File: config.mk
export PLATFORM = sky130hd
export DESIGN_NAME = io_irq_events
export DESIGN_NICKNAME = d
export VERILOG_FILES = /design/src/io_irq_pkg.sv /design/src/io_irq_events.sv
export SDC_FILE = /design/constraint.sdc
export NUM_CORES = 1
export LEC_CHECK = 0
export BUFFER_PORTS_ARGS = -buffer_cell sky130_fd_sc_hd__buf_2
export CAP_MARGIN = 20
export CORE_ASPECT_RATIO = 1.75
export CORE_MARGIN = 5
export CORE_UTILIZATION = 25
export CTS_CLUSTER_SIZE = 40
export DETAILED_ROUTE_END_ITERATION = 8
export HOLD_SLACK_MARGIN = 0.06
export MAX_ROUTING_LAYER = met4
export SYNTH_ARGS = -nofsm -noshare
export SYNTH_HDL_FRONTEND = slang
export SYNTH_SLANG_ARGS = --single-unit
export TNS_END_PERCENT = 10
File: constraint.sdc
create_clock -name clk_in -period 2.1 [get_ports clk_in]
set_input_delay 0.315 -clock clk_in [delete_from_list [all_inputs] [get_ports clk_in]]
set_output_delay 0.315 -clock clk_in [all_outputs]
set_load 0.02 [all_outputs]
File: src/io_irq_pkg.sv
/*
 * constants for the i/o process and diagnostic interrupt event block:
 * apb register offsets, field positions, reset values and interrupt selections.
 * assumes a 32-bit apb bus with one aligned word for each register.
 */
`default_nettype none

package io_irq_pkg;

	// register byte offsets
	localparam logic [7:0] CTRL_OFS    = 8'h00;
	localparam logic [7:0] DI_EN_OFS   = 8'h04;
	localparam logic [7:0] DI_EDGE_OFS = 8'h08;
	localparam logic [7:0] CNT_EN_OFS  = 8'h0c;
	localparam logic [7:0] DIAG_EN_OFS = 8'h10;
	localparam logic [7:0] BASE_OFS    = 8'h14;
	localparam logic [7:0] CAUSE_OFS   = 8'h18;
	localparam logic [7:0] STATUS_OFS  = 8'h1c;

	// interrupt selection field of the control register
	typedef enum logic [1:0] {
		SEL_NONE      = 2'h0,
		SEL_DIAG      = 2'h1,
		SEL_DIAG_PROC = 2'h2
	} irq_sel_t;

	// control register fields
	localparam int SEL_LSB  = 0;
	localparam int MODE_BIT = 2;

	// digital edge register: rising edges low half, falling edges high half
	localparam int FALL_LSB = 16;

	// per counter enable nibble and per counter cause byte
	localparam int CEN_CMP   = 0;
	localparam int CEN_OVF   = 1;
	localparam int CEN_UNF   = 2;
	localparam int CEN_GATE  = 3;
	localparam int CB_GOPEN  = 0;
	localparam int CB_GCLOSE = 1;
	localparam int CB_OVUN   = 2;
	localparam int CB_CMP    = 3;

	// diagnostic flag positions
	localparam int DG_LOST  = 0;
	localparam int DG_DOPWR = 1;
	localparam int DG_DIPWR = 2;
	localparam int DG_SHORT = 3;
	localparam int STAT_DIAG_LSB = 4;

	// reset values
	localparam logic [31:0] REG_RST = 32'h0000_0000;

endpackage

`default_nettype wire

File: src/io_irq_events.sv
/*
 * io_irq_events: event logic of the on-board i/o that raises process and
 * diagnostic interrupts and reports the cause word and module base address.
 * assumes field pins are asynchronous, counter values, compare values and
 * limit pulses come from counter logic on clk_in, and an apb master on clk_in.
 */
//
// Contract
// - enabled input edge raises process interrupt
// - counter reaching compare value raises interrupt
// - counter overflow or underflow raises interrupt
// - gate change with software gate, not counter3
// - lost, supply or short raise diagnostic
// - channel interrupts only under diag plus process
// - start routine, supply module base address
// - cause word layout follows operating mode
// - cause byte 8 mirrors input byte 0
// - cause byte 9 mirrors input byte 1
`timescale 1ns/1ns
`default_nettype none

module io_irq_events (
	input  wire logic              clk_in,
	input  wire logic              srst_in,
	input  wire logic              psel_in,
	input  wire logic              penable_in,
	input  wire logic              pwrite_in,
	input  wire logic [7:0]        paddr_in,
	input  wire logic [31:0]       pwdata_in,
	output var  logic [31:0]       prdata_out,
	output logic                   pready_out,
	output logic                   pslverr_out,
	input  wire logic [15:0]       di_in,
	input  wire logic [3:0][31:0]  cnt_value_in,
	input  wire logic [3:0][31:0]  cnt_cmp_in,
	input  wire logic [3:0]        cnt_ovf_in,
	input  wire logic [3:0]        cnt_unf_in,
	input  wire logic [3:0]        hardware_count_gate_in,
	input  wire logic [3:0]        software_count_gate_in,
	input  wire logic              do_supply_fail_in,
	input  wire logic              di_supply_fail_in,
	input  wire logic              do_short_in,
	output var  logic              process_irq_out,
	output var  logic [31:0]       cause_out,
	output var  logic [15:0]       base_addr_out,
	output logic                   diag_irq_out
);

	typedef enum logic [1:0] {
		ST_IDLE   = 2'b01,
		ST_ACTIVE = 2'b10
	} pstate_t;

	pstate_t     state_q, state_d;
	logic [31:0] ctrl_q, ctrl_d;
	logic [15:0] di_en_q, di_en_d;
	logic [31:0] edge_q, edge_d;
	logic [15:0] cnt_en_q, cnt_en_d;
	logic [3:0]  diag_en_q, diag_en_d;
	logic [15:0] base_q, base_d;
	logic [31:0] pend_q, pend_d;
	logic [31:0] cause_q, cause_d;
	logic [15:0] pbase_q, pbase_d;
	logic [3:0]  diag_q, diag_d;
	logic [31:0] rdata_q, rdata_d;
	logic [15:0] di_s1_q, di_s2_q, di_prev_q;
	logic [3:0]  gate_s1_q, gate_s2_q, gate_prev_q;
	logic [2:0]  pin_s1_q, pin_s2_q, pin_prev_q;
	logic [3:0]  cmp_eq_q, cmp_eq_d;

	logic        sel_dp;
	logic        cnt_mode;
	logic        wr_acc;
	logic        rd_setup;
	logic        mapped;
	logic        lost;
	logic [15:0] di_hit;
	logic [3:0]  cmp_hit;
	logic [31:0] ev;
	logic [3:0]  diag_ev;

	assign sel_dp = (ctrl_q[io_irq_pkg::SEL_LSB +: 2] == io_irq_pkg::SEL_DIAG_PROC);
	assign cnt_mode = ctrl_q[io_irq_pkg::MODE_BIT];
	assign wr_acc = psel_in & penable_in & pwrite_in & mapped;
	assign rd_setup = psel_in & ~penable_in & ~pwrite_in;
	assign mapped = (paddr_in[1:0] == 2'h0) && (paddr_in <= io_irq_pkg::STATUS_OFS);

	// zero wait states; unmapped or misaligned addresses answer with an error
	assign pready_out = 1'b1;
	assign pslverr_out = psel_in & penable_in & ~mapped;
	assign prdata_out = rdata_q;
	assign process_irq_out = (state_q == ST_ACTIVE);
	assign cause_out = cause_q;
	assign base_addr_out = pbase_q;
	assign diag_irq_out = |diag_q;

	always_comb begin
		ctrl_d = ctrl_q;
		di_en_d = di_en_q;
		edge_d = edge_q;
		cnt_en_d = cnt_en_q;
		diag_en_d = diag_en_q;
		base_d = base_q;
		state_d = state_q;
		cause_d = cause_q;
		pbase_d = pbase_q;
		rdata_d = rdata_q;
		ev = '0;
		di_hit = di_en_q & ((di_s2_q & ~di_prev_q & edge_q[15:0])
			| (~di_s2_q & di_prev_q & edge_q[31:io_irq_pkg::FALL_LSB]));
		for (int c = 0; c < 4; c++) begin
			cmp_eq_d[c] = (cnt_value_in[c] == cnt_cmp_in[c]);
			cmp_hit[c] = cmp_eq_d[c] & ~cmp_eq_q[c];
		end
		if (cnt_mode) begin
			for (int c = 0; c < 4; c++) begin
				ev[8*c + io_irq_pkg::CB_CMP] = cmp_hit[c] & cnt_en_q[4*c + io_irq_pkg::CEN_CMP];
				ev[8*c + io_irq_pkg::CB_OVUN] =
					(cnt_ovf_in[c] & cnt_en_q[4*c + io_irq_pkg::CEN_OVF])
					| (cnt_unf_in[c] & cnt_en_q[4*c + io_irq_pkg::CEN_UNF]);
				if (c < 3) begin
					ev[8*c + io_irq_pkg::CB_GOPEN] = gate_s2_q[c] & ~gate_prev_q[c]
						& software_count_gate_in[c] & cnt_en_q[4*c + io_irq_pkg::CEN_GATE];
					ev[8*c + io_irq_pkg::CB_GCLOSE] = ~gate_s2_q[c] & gate_prev_q[c]
						& software_count_gate_in[c] & cnt_en_q[4*c + io_irq_pkg::CEN_GATE];
				end
			end
		end else begin
			ev[7:0] = di_hit[7:0];
			ev[15:8] = di_hit[15:8];
			// bytes 10 and 11 stay zero
			ev[31:16] = 16'h0000;
		end
		// channel events need diag plus process
		if (!sel_dp) begin
			ev = '0;
		end
		// an event already waiting or being served is flagged as lost, though it is still queued in pend
		lost = |(ev & (pend_q | (process_irq_out ? cause_q : 32'h0000_0000)));
		pend_d = pend_q | ev;
		case (state_q)
			ST_IDLE: begin
				if (pend_q != 32'h0000_0000) begin
					cause_d = pend_q;
					pbase_d = base_q;
					pend_d = ev;
					state_d = ST_ACTIVE;
				end
			end
			ST_ACTIVE: begin
				if (wr_acc && paddr_in == io_irq_pkg::CAUSE_OFS) begin
					state_d = ST_IDLE;
				end
			end
			default: state_d = ST_IDLE;
		endcase
		diag_ev[io_irq_pkg::DG_LOST] = lost;
		diag_ev[io_irq_pkg::DG_DOPWR] = pin_s2_q[0] & ~pin_prev_q[0];
		diag_ev[io_irq_pkg::DG_DIPWR] = pin_s2_q[1] & ~pin_prev_q[1];
		diag_ev[io_irq_pkg::DG_SHORT] = pin_s2_q[2] & ~pin_prev_q[2];
		if (ctrl_q[io_irq_pkg::SEL_LSB +: 2] == io_irq_pkg::SEL_NONE) begin
			diag_ev = 4'h0;
		end
		diag_d = diag_q;
		if (wr_acc && paddr_in == io_irq_pkg::STATUS_OFS) begin
			diag_d = diag_q & ~pwdata_in[io_irq_pkg::STAT_DIAG_LSB +: 4];
		end
		// a new fault wins over a clear in the same cycle
		diag_d = diag_d | (diag_ev & diag_en_q);
		if (wr_acc) begin
			case (paddr_in)
				io_irq_pkg::CTRL_OFS:    ctrl_d = {29'h0, pwdata_in[2:0]};
				io_irq_pkg::DI_EN_OFS:   di_en_d = pwdata_in[15:0];
				io_irq_pkg::DI_EDGE_OFS: edge_d = pwdata_in;
				io_irq_pkg::CNT_EN_OFS:  cnt_en_d = pwdata_in[15:0];
				io_irq_pkg::DIAG_EN_OFS: diag_en_d = pwdata_in[3:0];
				io_irq_pkg::BASE_OFS:    base_d = pwdata_in[15:0];
				default: ;
			endcase
		end
		if (rd_setup) begin
			case (paddr_in)
				io_irq_pkg::CTRL_OFS:    rdata_d = ctrl_q;
				io_irq_pkg::DI_EN_OFS:   rdata_d = {16'h0, di_en_q};
				io_irq_pkg::DI_EDGE_OFS: rdata_d = edge_q;
				io_irq_pkg::CNT_EN_OFS:  rdata_d = {16'h0, cnt_en_q};
				io_irq_pkg::DIAG_EN_OFS: rdata_d = {28'h0, diag_en_q};
				io_irq_pkg::BASE_OFS:    rdata_d = {16'h0, base_q};
				io_irq_pkg::CAUSE_OFS:   rdata_d = cause_q;
				io_irq_pkg::STATUS_OFS:  rdata_d = {24'h0, diag_q, 3'h0, process_irq_out};
				default:                 rdata_d = 32'h0000_0000;
			endcase
		end
	end

	always_ff @(posedge clk_in) begin
		// pin synchronisers; the first stage feeds only the second
		di_s1_q <= di_in;
		di_s2_q <= di_s1_q;
		gate_s1_q <= hardware_count_gate_in;
		gate_s2_q <= gate_s1_q;
		pin_s1_q <= {do_short_in, di_supply_fail_in, do_supply_fail_in};
		pin_s2_q <= pin_s1_q;
		if (srst_in) begin
			state_q <= ST_IDLE;
			ctrl_q <= io_irq_pkg::REG_RST;
			di_en_q <= io_irq_pkg::REG_RST[15:0];
			edge_q <= io_irq_pkg::REG_RST;
			cnt_en_q <= io_irq_pkg::REG_RST[15:0];
			diag_en_q <= io_irq_pkg::REG_RST[3:0];
			base_q <= io_irq_pkg::REG_RST[15:0];
			pend_q <= io_irq_pkg::REG_RST;
			cause_q <= io_irq_pkg::REG_RST;
			pbase_q <= io_irq_pkg::REG_RST[15:0];
			diag_q <= io_irq_pkg::REG_RST[3:0];
			rdata_q <= io_irq_pkg::REG_RST;
			cmp_eq_q <= 4'hf;
			di_prev_q <= di_s2_q;
			gate_prev_q <= gate_s2_q;
			pin_prev_q <= pin_s2_q;
		end else begin
			state_q <= state_d;
			ctrl_q <= ctrl_d;
			di_en_q <= di_en_d;
			edge_q <= edge_d;
			cnt_en_q <= cnt_en_d;
			diag_en_q <= diag_en_d;
			base_q <= base_d;
			pend_q <= pend_d;
			cause_q <= cause_d;
			pbase_q <= pbase_d;
			diag_q <= diag_d;
			rdata_q <= rdata_d;
			cmp_eq_q <= cmp_eq_d;
			di_prev_q <= di_s2_q;
			gate_prev_q <= gate_s2_q;
			pin_prev_q <= pin_s2_q;
		end
	end
endmodule

`default_nettype wire

==> impl_metrics.toml, run 1 <==
[run_status]
status = "finished, final reports clean"

[drt]
viasPerCell = 4.733
drtIter0Drc = 663
routedWlPerCell_um = 19.59
antenna_left = 0
via_count = 10882
wl_mm = 45.03
dr.pass1.iters = 6
drc = 0

[final_layout]
fin_nets = 2046
fin_util_pct = 35.66
final_cells = 2299
syn2layout_area_growth_pct = 41.42
fillers = 4508
drive_gt1_share_pct = 31.89
final_cell_area_um2 = 15410

[clock_network]
cts_tree = "built"
htreeDepth = 1
clkSinkCount = 255
numCtsBuffers = 25
clk_latency_ns = 0.55
max-clock-path-buffers = 3
clock-root-buffer = "clkbuf_16"
path_clk_slew_ns = 0.07

[die]
initial_utilization_pct = 25.21
num_rows = 101
fp.dieH_um = 286.2
num_io_pins = 420
die_area_um2 = 48030
die_w_um = 167.8
fp.coreArea_um2 = 43220

[power_and_ir_drop]
fin_total_pwr_mw = 10.40
peakVddDrop_mv = 0.5043
p_per_area_nw_per_um2 = 674.8
p_leak_nw = 6.768

[synthesis]
synth_edf_count = 0
syn-cell-area_um2 = 10900
syn_avg_cell_area_um2 = 8.976
synth_seq_cells = 255
yosys.area.top_type = "dfxtp_1"
synth_ff_type = "dfxtp_1"
ys_async_sr_fraction_pct = 0
synth_top_cell_area_share_pct = 46.85
ys_types = 53
synth_cells = 1214
synth.area.top_cells = "dfxtp_1 47%, xor2_1 10%, nand2_1 7.0%, a21oi_1 5.0%, mux2i_1 3.5%"
yosysWarnings = 0
ys_seq_area_share_pct = 46.85

[critical_path]
reg2reg_slack_ns = 0.06
crit_fanout = 6
critPathKind = "reg -> reg"
r2r_end = "diag_q[0]"
startpoint_type = "flip-flop"
crit_arrival_ns = 2.51
worst_setup_path_end_kind = "flip-flop"
rr_startpoint = "ctrl_q[1]"
r2r_cells = 8
timing.critical_path.required_ns = 2.57

[placement]
dpl.cell_count = 2203
port_buffers = 406
gp_congestion = 0.8936
hpwlAfterDp_mm = 35.89
postPlaceCellArea_um2 = 14090
pre_cts_ws_ns = -0.2058

[timing]
rsz0062_at_grt = "false"
slew_viol_final = 0
skew_ns = 0.02644
relSlewSlack_pct = 55.46
worst_slack_ns = 0.06481
fin_crit_ns = 2.035
tightest_slew_ns = 0.6681
max_freq_ghz = 0.4914
timing.final.crit_share_pct = 96.91
setup_violations = 0
hold_viol_final = 0

[min_path]
hold_end = "edge_q[7]"
hp-class = "in -> reg"
hold_start = "pwdata_in[7]"
hold_depth = 3

[global_route]
grt_pass1_wl_mm = 65.79
grt_overflow_total = 0
antenna_found_initial = 4
grt_util_all_layers_pct = 18.16
first_global_vias = 11149
grt_max_degree = 110

[job]
drv_cap = 0
layer usage:
metal	track usage, %	vias up	routed length [um]
met5	-	-	0
met4	8.751	0	2262
met3	2.674	104	2744
met2	31.30	451	22560
met1	20.55	5081	17460
li1	-	5246	-
cell type report:
class	instances	area (um^2)	area share, %
multi-input cells	873	5404	35.07
well taps	566	708.2	4.596
clock buffers	34	719.4	4.669
diodes	5	12.51	0.08120
clock inverters	11	102.6	0.6658
repair buffers	539	3298	21.40
flip-flops and latches	255	5105	33.13
inverters	16	60.06	0.3897
logic make-up after synthesis:
logic type	share of synthesized area (%)
mux	3.491
xor+xnor	10.29
buf+inv	4.076
other cells	0.06892
simple gates	19.44
flops	46.85
compound gates	15.79
layout by cell type (no fill, tap or decap), drive strengths merged, types with 6 or more instances in the layout:
master / n
clkbuf: 34
inv: 18
a21oi: 109
clkinv: 6
a211oi: 24
buf: 493
mux2i: 38
nor4: 47
nor2: 101
and2: 7
nand3: 10
and4: 6
dlygate4sd3: 46
xor2: 128
nand4: 8
a222oi: 15
conb: 11
nand3b: 29
a21o: 17
dfxtp: 255
a22o: 8
a22oi: 27
nand2: 204
o21ai: 13
a221oi: 19
repair_timing:
item | in CTS | in global routing
hold endpoints to repair | 66 | 0
hold buffers | 46 | 0
setup buffers | 0 | 0
setup endpoints to repair | 1 | 21
resized for setup | 1 | 4
Yosys cell counts (all sizes together), types with 4 or more instances:
library cell	instances
dfxtp	255
nand2	204
xor2	128
a21oi	109
nor2	101
clkbuf	48
nor4	47
mux2i	38
buf	31
nand3b	29
a22oi	27
a211oi	24
a221oi	19
a21o	17
inv	16
a222oi	15
o21ai	13
nand3	10
a22o	8
nand4	8
and2	7
and4	6
a32oi	5
nor3	5
a31oi	4
o21bai	4
registers in the layout (all words and copies together) (netlist names), 22 cells and up:
| name | flops |
|---|---|
| edge_q | 32 |
| prdata_out | 32 |
| cause_out | 22 |
| pend_q | 22 |
metrics by stage:
step / hold WS [ns] / setup TNS (ns)
global placement: 0.3102 / -4.931
detailed placement: 0.3121 / -7.583
floorplan: 0.3096 / 0
CTS: 0.06348 / 0
finish: 0.08624 / 0
global route: 0.07553 / 0
worst max-delay path: stages (launching register included):
cell       delay [ns]
dfxtp_1          0.34
or3b_2           0.55
buf_4            0.23
a211oi_1         0.25
o21ai_0          0.16
buf_4            0.16
o2111ai_1        0.08
nor4_1           0.08
a31oi_1          0.13
worst max path at each step:
stage | start | to | slack, ns
after global placement | cnt_cmp_in[37] | diag_q[0] | -0.16
after detailed placement | cnt_cmp_in[37] | diag_q[0] | -0.21
final | ctrl_q[1] | diag_q[0] | 0.06
after global routing | ctrl_q[1] | diag_q[0] | 0.02
after CTS | state_q[1] | process_irq_out | 0.04
after floorplan | paddr_in[1] | base_q[10] | 0.06
power breakdown:
part | switching, mW | total (mW) | leakage (nW) | internal, mW
clock network | 1.99 | 4.53 | 0.404 | 2.54
logic | 0.454 | 0.906 | 4.28 | 0.452
registers | 0.0419 | 4.96 | 2.08 | 4.92
(Power assumes the default switching activity.)
==> inputs of run 2 (changes only) <==
--- a/config.mk
+++ b/config.mk
@@ -14,6 +14,7 @@
 export DETAILED_ROUTE_END_ITERATION = 8
 export HOLD_SLACK_MARGIN = 0.06
 export MAX_ROUTING_LAYER = met4
+export PLACE_DENSITY = 0.56
 export SYNTH_ARGS = -nofsm -noshare
 export SYNTH_HDL_FRONTEND = slang
 export SYNTH_SLANG_ARGS = --single-unit
==> constraint.sdc (replaced) <==
create_clock -name clk_in -period 2.6 [get_ports clk_in]
set_input_delay 0.39 -clock clk_in [delete_from_list [all_inputs] [get_ports clk_in]]
set_output_delay 0.39 -clock clk_in [all_outputs]
set_load 0.02 [all_outputs]
==> run 2 against run 1 <==
Net effect: register-to-register slack improved by 0.36 ns; via count fell by 2.6%; sequential cell count did not move; core utilization fell by 1.1 points; worst hold slack got worse by 0.0043 ns; sequential power fell by 19%; power fell by 17%; design area fell by 3.0%; die area did not move; largest cell class unchanged; highest routed layer unchanged.
==> impl_metrics.toml, run 2 (synthesis results as in run 1) <==
[timing]
hold_viol_final = 0
tns_ns = 0
timing.final.crit_share_pct = 89.17
fin_crit_ns = 2.318
rsz0062_at_grt = "false"
skew_ns = 0.02977
max_freq_ghz = 0.4313
tightest_slew_ns = 0.7986
setup_violations = 0
slew_viol_final = 0
relSlewSlack_pct = 46.52
holdWs_ns = 0.08194

[power_and_ir_drop]
peakVddDrop_mv = 0.4744
p_leak_nw = 6.478
p_per_area_nw_per_um2 = 575.9

[critical_path]
crit_fanout = 16
slowest_stage = "nor2b_2"
cp_cell_sequence = "nor2b_2 -> buf_2"
cpPeakStageDelay_ns = 0.67
startpoint_type = "flip-flop"
worst_setup_path_end_kind = "output pin"
r2r_cells = 7
crit_arrival_ns = 1.93
critPathKind = "reg -> out"
timing.critical_path.required_ns = 2.21

[drt]
viasPerCell = 4.688
drc = 0
antenna_left = 0
wl_mm = 46.82
routedWlPerCell_um = 20.71
drtIter0Drc = 696
dr.pass1.iters = 7
via_count = 10594

[placement]
gp_congestion = 0.9382
hpwlAfterDp_mm = 38.50
port_buffers = 406

[die]
num_io_pins = 420
die_w_um = 167.8
initial_utilization_pct = 25.21
num_rows = 101
fp.coreArea_um2 = 43220
fp.dieH_um = 286.2
die_area_um2 = 48030

[global_route]
grt_util_all_layers_pct = 18.91
antenna_found_initial = 15
first_global_vias = 10632
grt_pass1_wl_mm = 68.08
grt_overflow_total = 0
grt_max_degree = 80

[clock_network]
numCtsBuffers = 28
path_clk_slew_ns = 0.07
clk_latency_ns = 0.57
ctsResizeCount = 0
clkSinkCount = 255
post_cts_buffers = 0
cts_tree = "built"
max-clock-path-buffers = 3
clock-root-buffer = "clkbuf_16"
htreeDepth = 1

[final_layout]
drive_gt1_share_pct = 30.49
fin_nets = 1994
mostFrequentLayoutCell = "buf_2"
fillers = 4528
final_cell_mix = "405 x buf_2, 255 x dfxtp_1, 204 x nand2_1"
syn2layout_area_growth_pct = 37.21

[run_status]
status = "finished, final reports clean"

[min_path]
hp-class = "in -> reg"
hold_depth = 3

[job]
drv_cap = 0
-- run 2: per-stage QoR --
stage / instance area [um^2] / instances / util, % / total power [mW] / setup WS (ns)
after floorplan: 10930 / 1223 / - / 4.355 / 0.3328
after global placement: 13710 / 2164 / 31.73 / 4.742 / 0.1864
after detailed placement: 13710 / 2164 / 31.73 / 4.751 / 0.1834
after CTS: 14910 / 2245 / 34.51 / 8.713 / 0.2827
after global routing: 14950 / 2260 / 34.60 / 8.934 / 0.2086
final: 14950 / 2260 / 34.60 / 8.611 / 0.2816
-- run 2: what timing repair did --
| action | in CTS | in global routing |
|---|---|---|
| endpoints found under the setup margin | 0 | 0 |
| endpoints found under the hold margin | 30 | 0 |
| hold buffers | 30 | 0 |
-- run 2: path summary, 6_finish.rpt --
path	start	endpoint	slack [ns]
min reg2reg	di_s1_q[1]	di_s2_q[1]	0.33
max reg2reg	pend_q[0]	base_addr_out[4]	0.42
max	state_q[1]	process_irq_out	0.28
min	pwdata_in[24]	edge_q[24]	0.08
-- run 2: worst max-delay path: cells and delay by family, from the launching register on --
kind / cells / cell delay [ns]
simple gates: 1 / 0.67
flops: 1 / 0.35
buf+inv: 1 / 0.33
-- run 2: area by class of cell --
class / instances / area (um^2) / share of cell area, %
inverters: 16 / 60.06 / 0.4017
multi-input cells: 873 / 5384 / 36.01
diodes: 15 / 37.54 / 0.2510
clock buffers: 39 / 782.0 / 5.230
repair buffers: 484 / 2758 / 18.44
clock inverters: 12 / 117.6 / 0.7866
well taps: 566 / 708.2 / 4.736
flip-flops and latches: 255 / 5105 / 34.14
-- run 2: layer usage --
layer	global-route usage, %	routed length, um	up-vias
li1	-	-	5168
met1	22.21	18930	4968
met2	32.42	23230	407
met3	4.548	3592	51
met4	4.934	1064	0
met5	-	0	-
-- run 2: power breakdown --
| group | switching (mW) | leakage, nW | internal [mW] |
|---|---|---|---|
| combinational | 0.348 | 3.97 | 0.341 |
| clock | 1.70 | 0.428 | 2.21 |
| sequential | 0.0344 | 2.08 | 3.98 |
==> inputs of run 3 (changes only) <==
--- a/config.mk
+++ b/config.mk
@@ -7,6 +7,8 @@
 export LEC_CHECK = 0
 export BUFFER_PORTS_ARGS = -buffer_cell sky130_fd_sc_hd__buf_2
 export CAP_MARGIN = 20
+export CELL_PAD_IN_SITES_DETAIL_PLACEMENT = 1
+export CELL_PAD_IN_SITES_GLOBAL_PLACEMENT = 1
 export CORE_ASPECT_RATIO = 1.75
 export CORE_MARGIN = 5
 export CORE_UTILIZATION = 25
@@ -14,7 +16,7 @@
 export DETAILED_ROUTE_END_ITERATION = 8
 export HOLD_SLACK_MARGIN = 0.06
 export MAX_ROUTING_LAYER = met4
-export PLACE_DENSITY = 0.56
+export PLACE_DENSITY = 0.7
 export SYNTH_ARGS = -nofsm -noshare
 export SYNTH_HDL_FRONTEND = slang
 export SYNTH_SLANG_ARGS = --single-unit
==> run 3 against run 2 <==
Net effect: worst setup slack improved by 0.0068 ns; power down 1.6%; critical path depth is 4 higher; first-iteration DRC count down 18%; design area down 0.65%; clock-buffer cell count is 2 lower; largest cell class unchanged.
==> impl_metrics.toml, run 3 (synthesis results as in run 1) <==
[drt]
wl_mm = 49.00
via_count = 10868
drc = 0
viasPerCell = 4.839
antenna_left = 0
routedWlPerCell_um = 21.82
drtIter0Drc = 570
dr.pass1.iters = 7

[final_layout]
final_cell_mix = "405 x buf_2, 255 x dfxtp_1, 204 x nand2_1"
fin_nets = 1981
mostFrequentLayoutCell = "buf_2"
drive_gt1_share_pct = 30.63
syn2layout_area_growth_pct = 36.32
fillers = 5226
final_cell_area_um2 = 14850

[timing]
rsz0062_at_grt = "false"
skew_ns = 0.01051
fin_crit_ns = 2.312
hold_viol_final = 0
slew_viol_final = 0
timing.final.crit_share_pct = 88.91
tns_ns = 0
setup_violations = 0
relSlewSlack_pct = 50.58
holdWs_ns = 0.09389
max_freq_ghz = 0.4326
tightest_slew_ns = 0.7336

[global_route]
grt_pass1_wl_mm = 72.19
grt_overflow_total = 0
grt_util_all_layers_pct = 19.97
antenna_found_initial = 15
grt_max_degree = 65
first_global_vias = 11440

[power_and_ir_drop]
pwr-share-comb_pct = 8.1
power.internal_mw = 6.505
p_sw_share_pct = 23.25
clockPowerShare_pct = 44.6
p_sw_mw = 1.971
pwr-share-seq_pct = 47.3
p_leak_nw = 6.452
peakVddDrop_mv = 0.3596
p_per_area_nw_per_um2 = 570.6

[die]
num_rows = 101
fp.coreArea_um2 = 43220
die_area_um2 = 48030
fp.dieH_um = 286.2
initial_utilization_pct = 25.21
num_io_pins = 420
die_w_um = 167.8

[clock_network]
cts_tree = "built"
ctsResizeCount = 0
post_cts_buffers = 0
cts_hold_buf = 22
clock-root-buffer = "clkbuf_16"
htreeDepth = 1
numCtsBuffers = 26
path_clk_slew_ns = 0.07
clk_latency_ns = 0.54
clkSinkCount = 255
max-clock-path-buffers = 3

[run_status]
status = "finished, final reports clean"

[critical_path]
startpoint_type = "flip-flop"
r2r_cells = 6
r2r_end = "diag_q[0]"
crit_fanout = 9
timing.critical_path.required_ns = 3.00
crit_arrival_ns = 2.72
rr_startpoint = "ctrl_q[2]"
worst_setup_path_end_kind = "flip-flop"
critPathKind = "reg -> reg"
reg2reg_slack_ns = 0.29

[min_path]
hold_depth = 3
hold_end = "edge_q[24]"
hold_start = "pwdata_in[24]"
hp-class = "in -> reg"

[placement]
postPlaceCellArea_um2 = 13730
gp_congestion = 0.8828
hpwlAfterDp_mm = 40.25
port_buffers = 406

[job]
drv_cap = 0
[run 3: cell count changes in the layout (fill, tap and decap cells not counted)]
cell	change
buf_12	+3
buf_4	-6
clkbuf_1	-4
clkbuf_16	-1
clkbuf_8	+3
clkinv_2	+6
clkinv_4	-2
clkinv_8	-1
clkinvlp_4	-4
dlygate4sd3_1	-8
[run 3: worst max-delay path by stage]
stage	from	endpoint	slack, ns	cells after the start
detailed placement	paddr_in[1]	edge_q[18]	0.08	8
finish	ctrl_q[2]	diag_q[0]	0.29	6
CTS	state_q[1]	process_irq_out	0.34	3
floorplan	paddr_in[1]	diag_q[0]	0.33	7
global route	ctrl_q[2]	diag_q[0]	0.11	6
global placement	paddr_in[1]	edge_q[17]	0.12	8
[run 3: cell type report]
type	count	area (um^2)	area share, %
multi-input cells	873	5384	36.25
flip-flops and latches	255	5105	34.37
clock inverters	11	83.83	0.5644
well taps	566	708.2	4.768
inverters	16	60.06	0.4043
repair buffers	473	2693	18.13
diodes	15	37.54	0.2527
clock buffers	37	783.3	5.273
[run 3: stage by stage]
stage | setup slack, ns | power (mW) | utilization (%) | cells
after detailed placement | 0.08495 | 4.762 | 31.77 | 2161
final | 0.2883 | 8.475 | 34.37 | 2246
after global placement | 0.1230 | 4.742 | 31.77 | 2161
after CTS | 0.3380 | 8.602 | 34.28 | 2231
after global routing | 0.1104 | 8.810 | 34.37 | 2246
after floorplan | 0.3328 | 4.355 | - | 1223
[run 3: worst max-delay path: stages, from the launching register on]
cell and delay (ns):
dfxtp_1 0.50, or3b_2 0.38, a211oi_1 0.13, a222oi_1 0.43, o2111ai_1 0.18, nor4_1 0.42, a31oi_1 0.13
[run 3: metal layers]
layer	routed length, um	GRT usage [%]	vias to the layer above	part of all wire, %
met5	0	-	-	0
met4	1479	6.173	0	3.0
met3	3397	4.052	67	6.9
met2	25210	35.51	397	51
met1	18920	22.43	5265	39
li1	-	-	5139	-
[run 3: power groups by stage]
stage	Clock, mW	Combinational (mW)	Sequential [mW]
6_report	3.78	0.687	4.01
5_1_grt	4.05	0.746	4.02
4_1_cts	3.90	0.691	4.01
3_5_place_dp	0	0.662	4.10
3_3_place_gp	0	0.646	4.10
2_1_floorplan	0	0.258	4.10
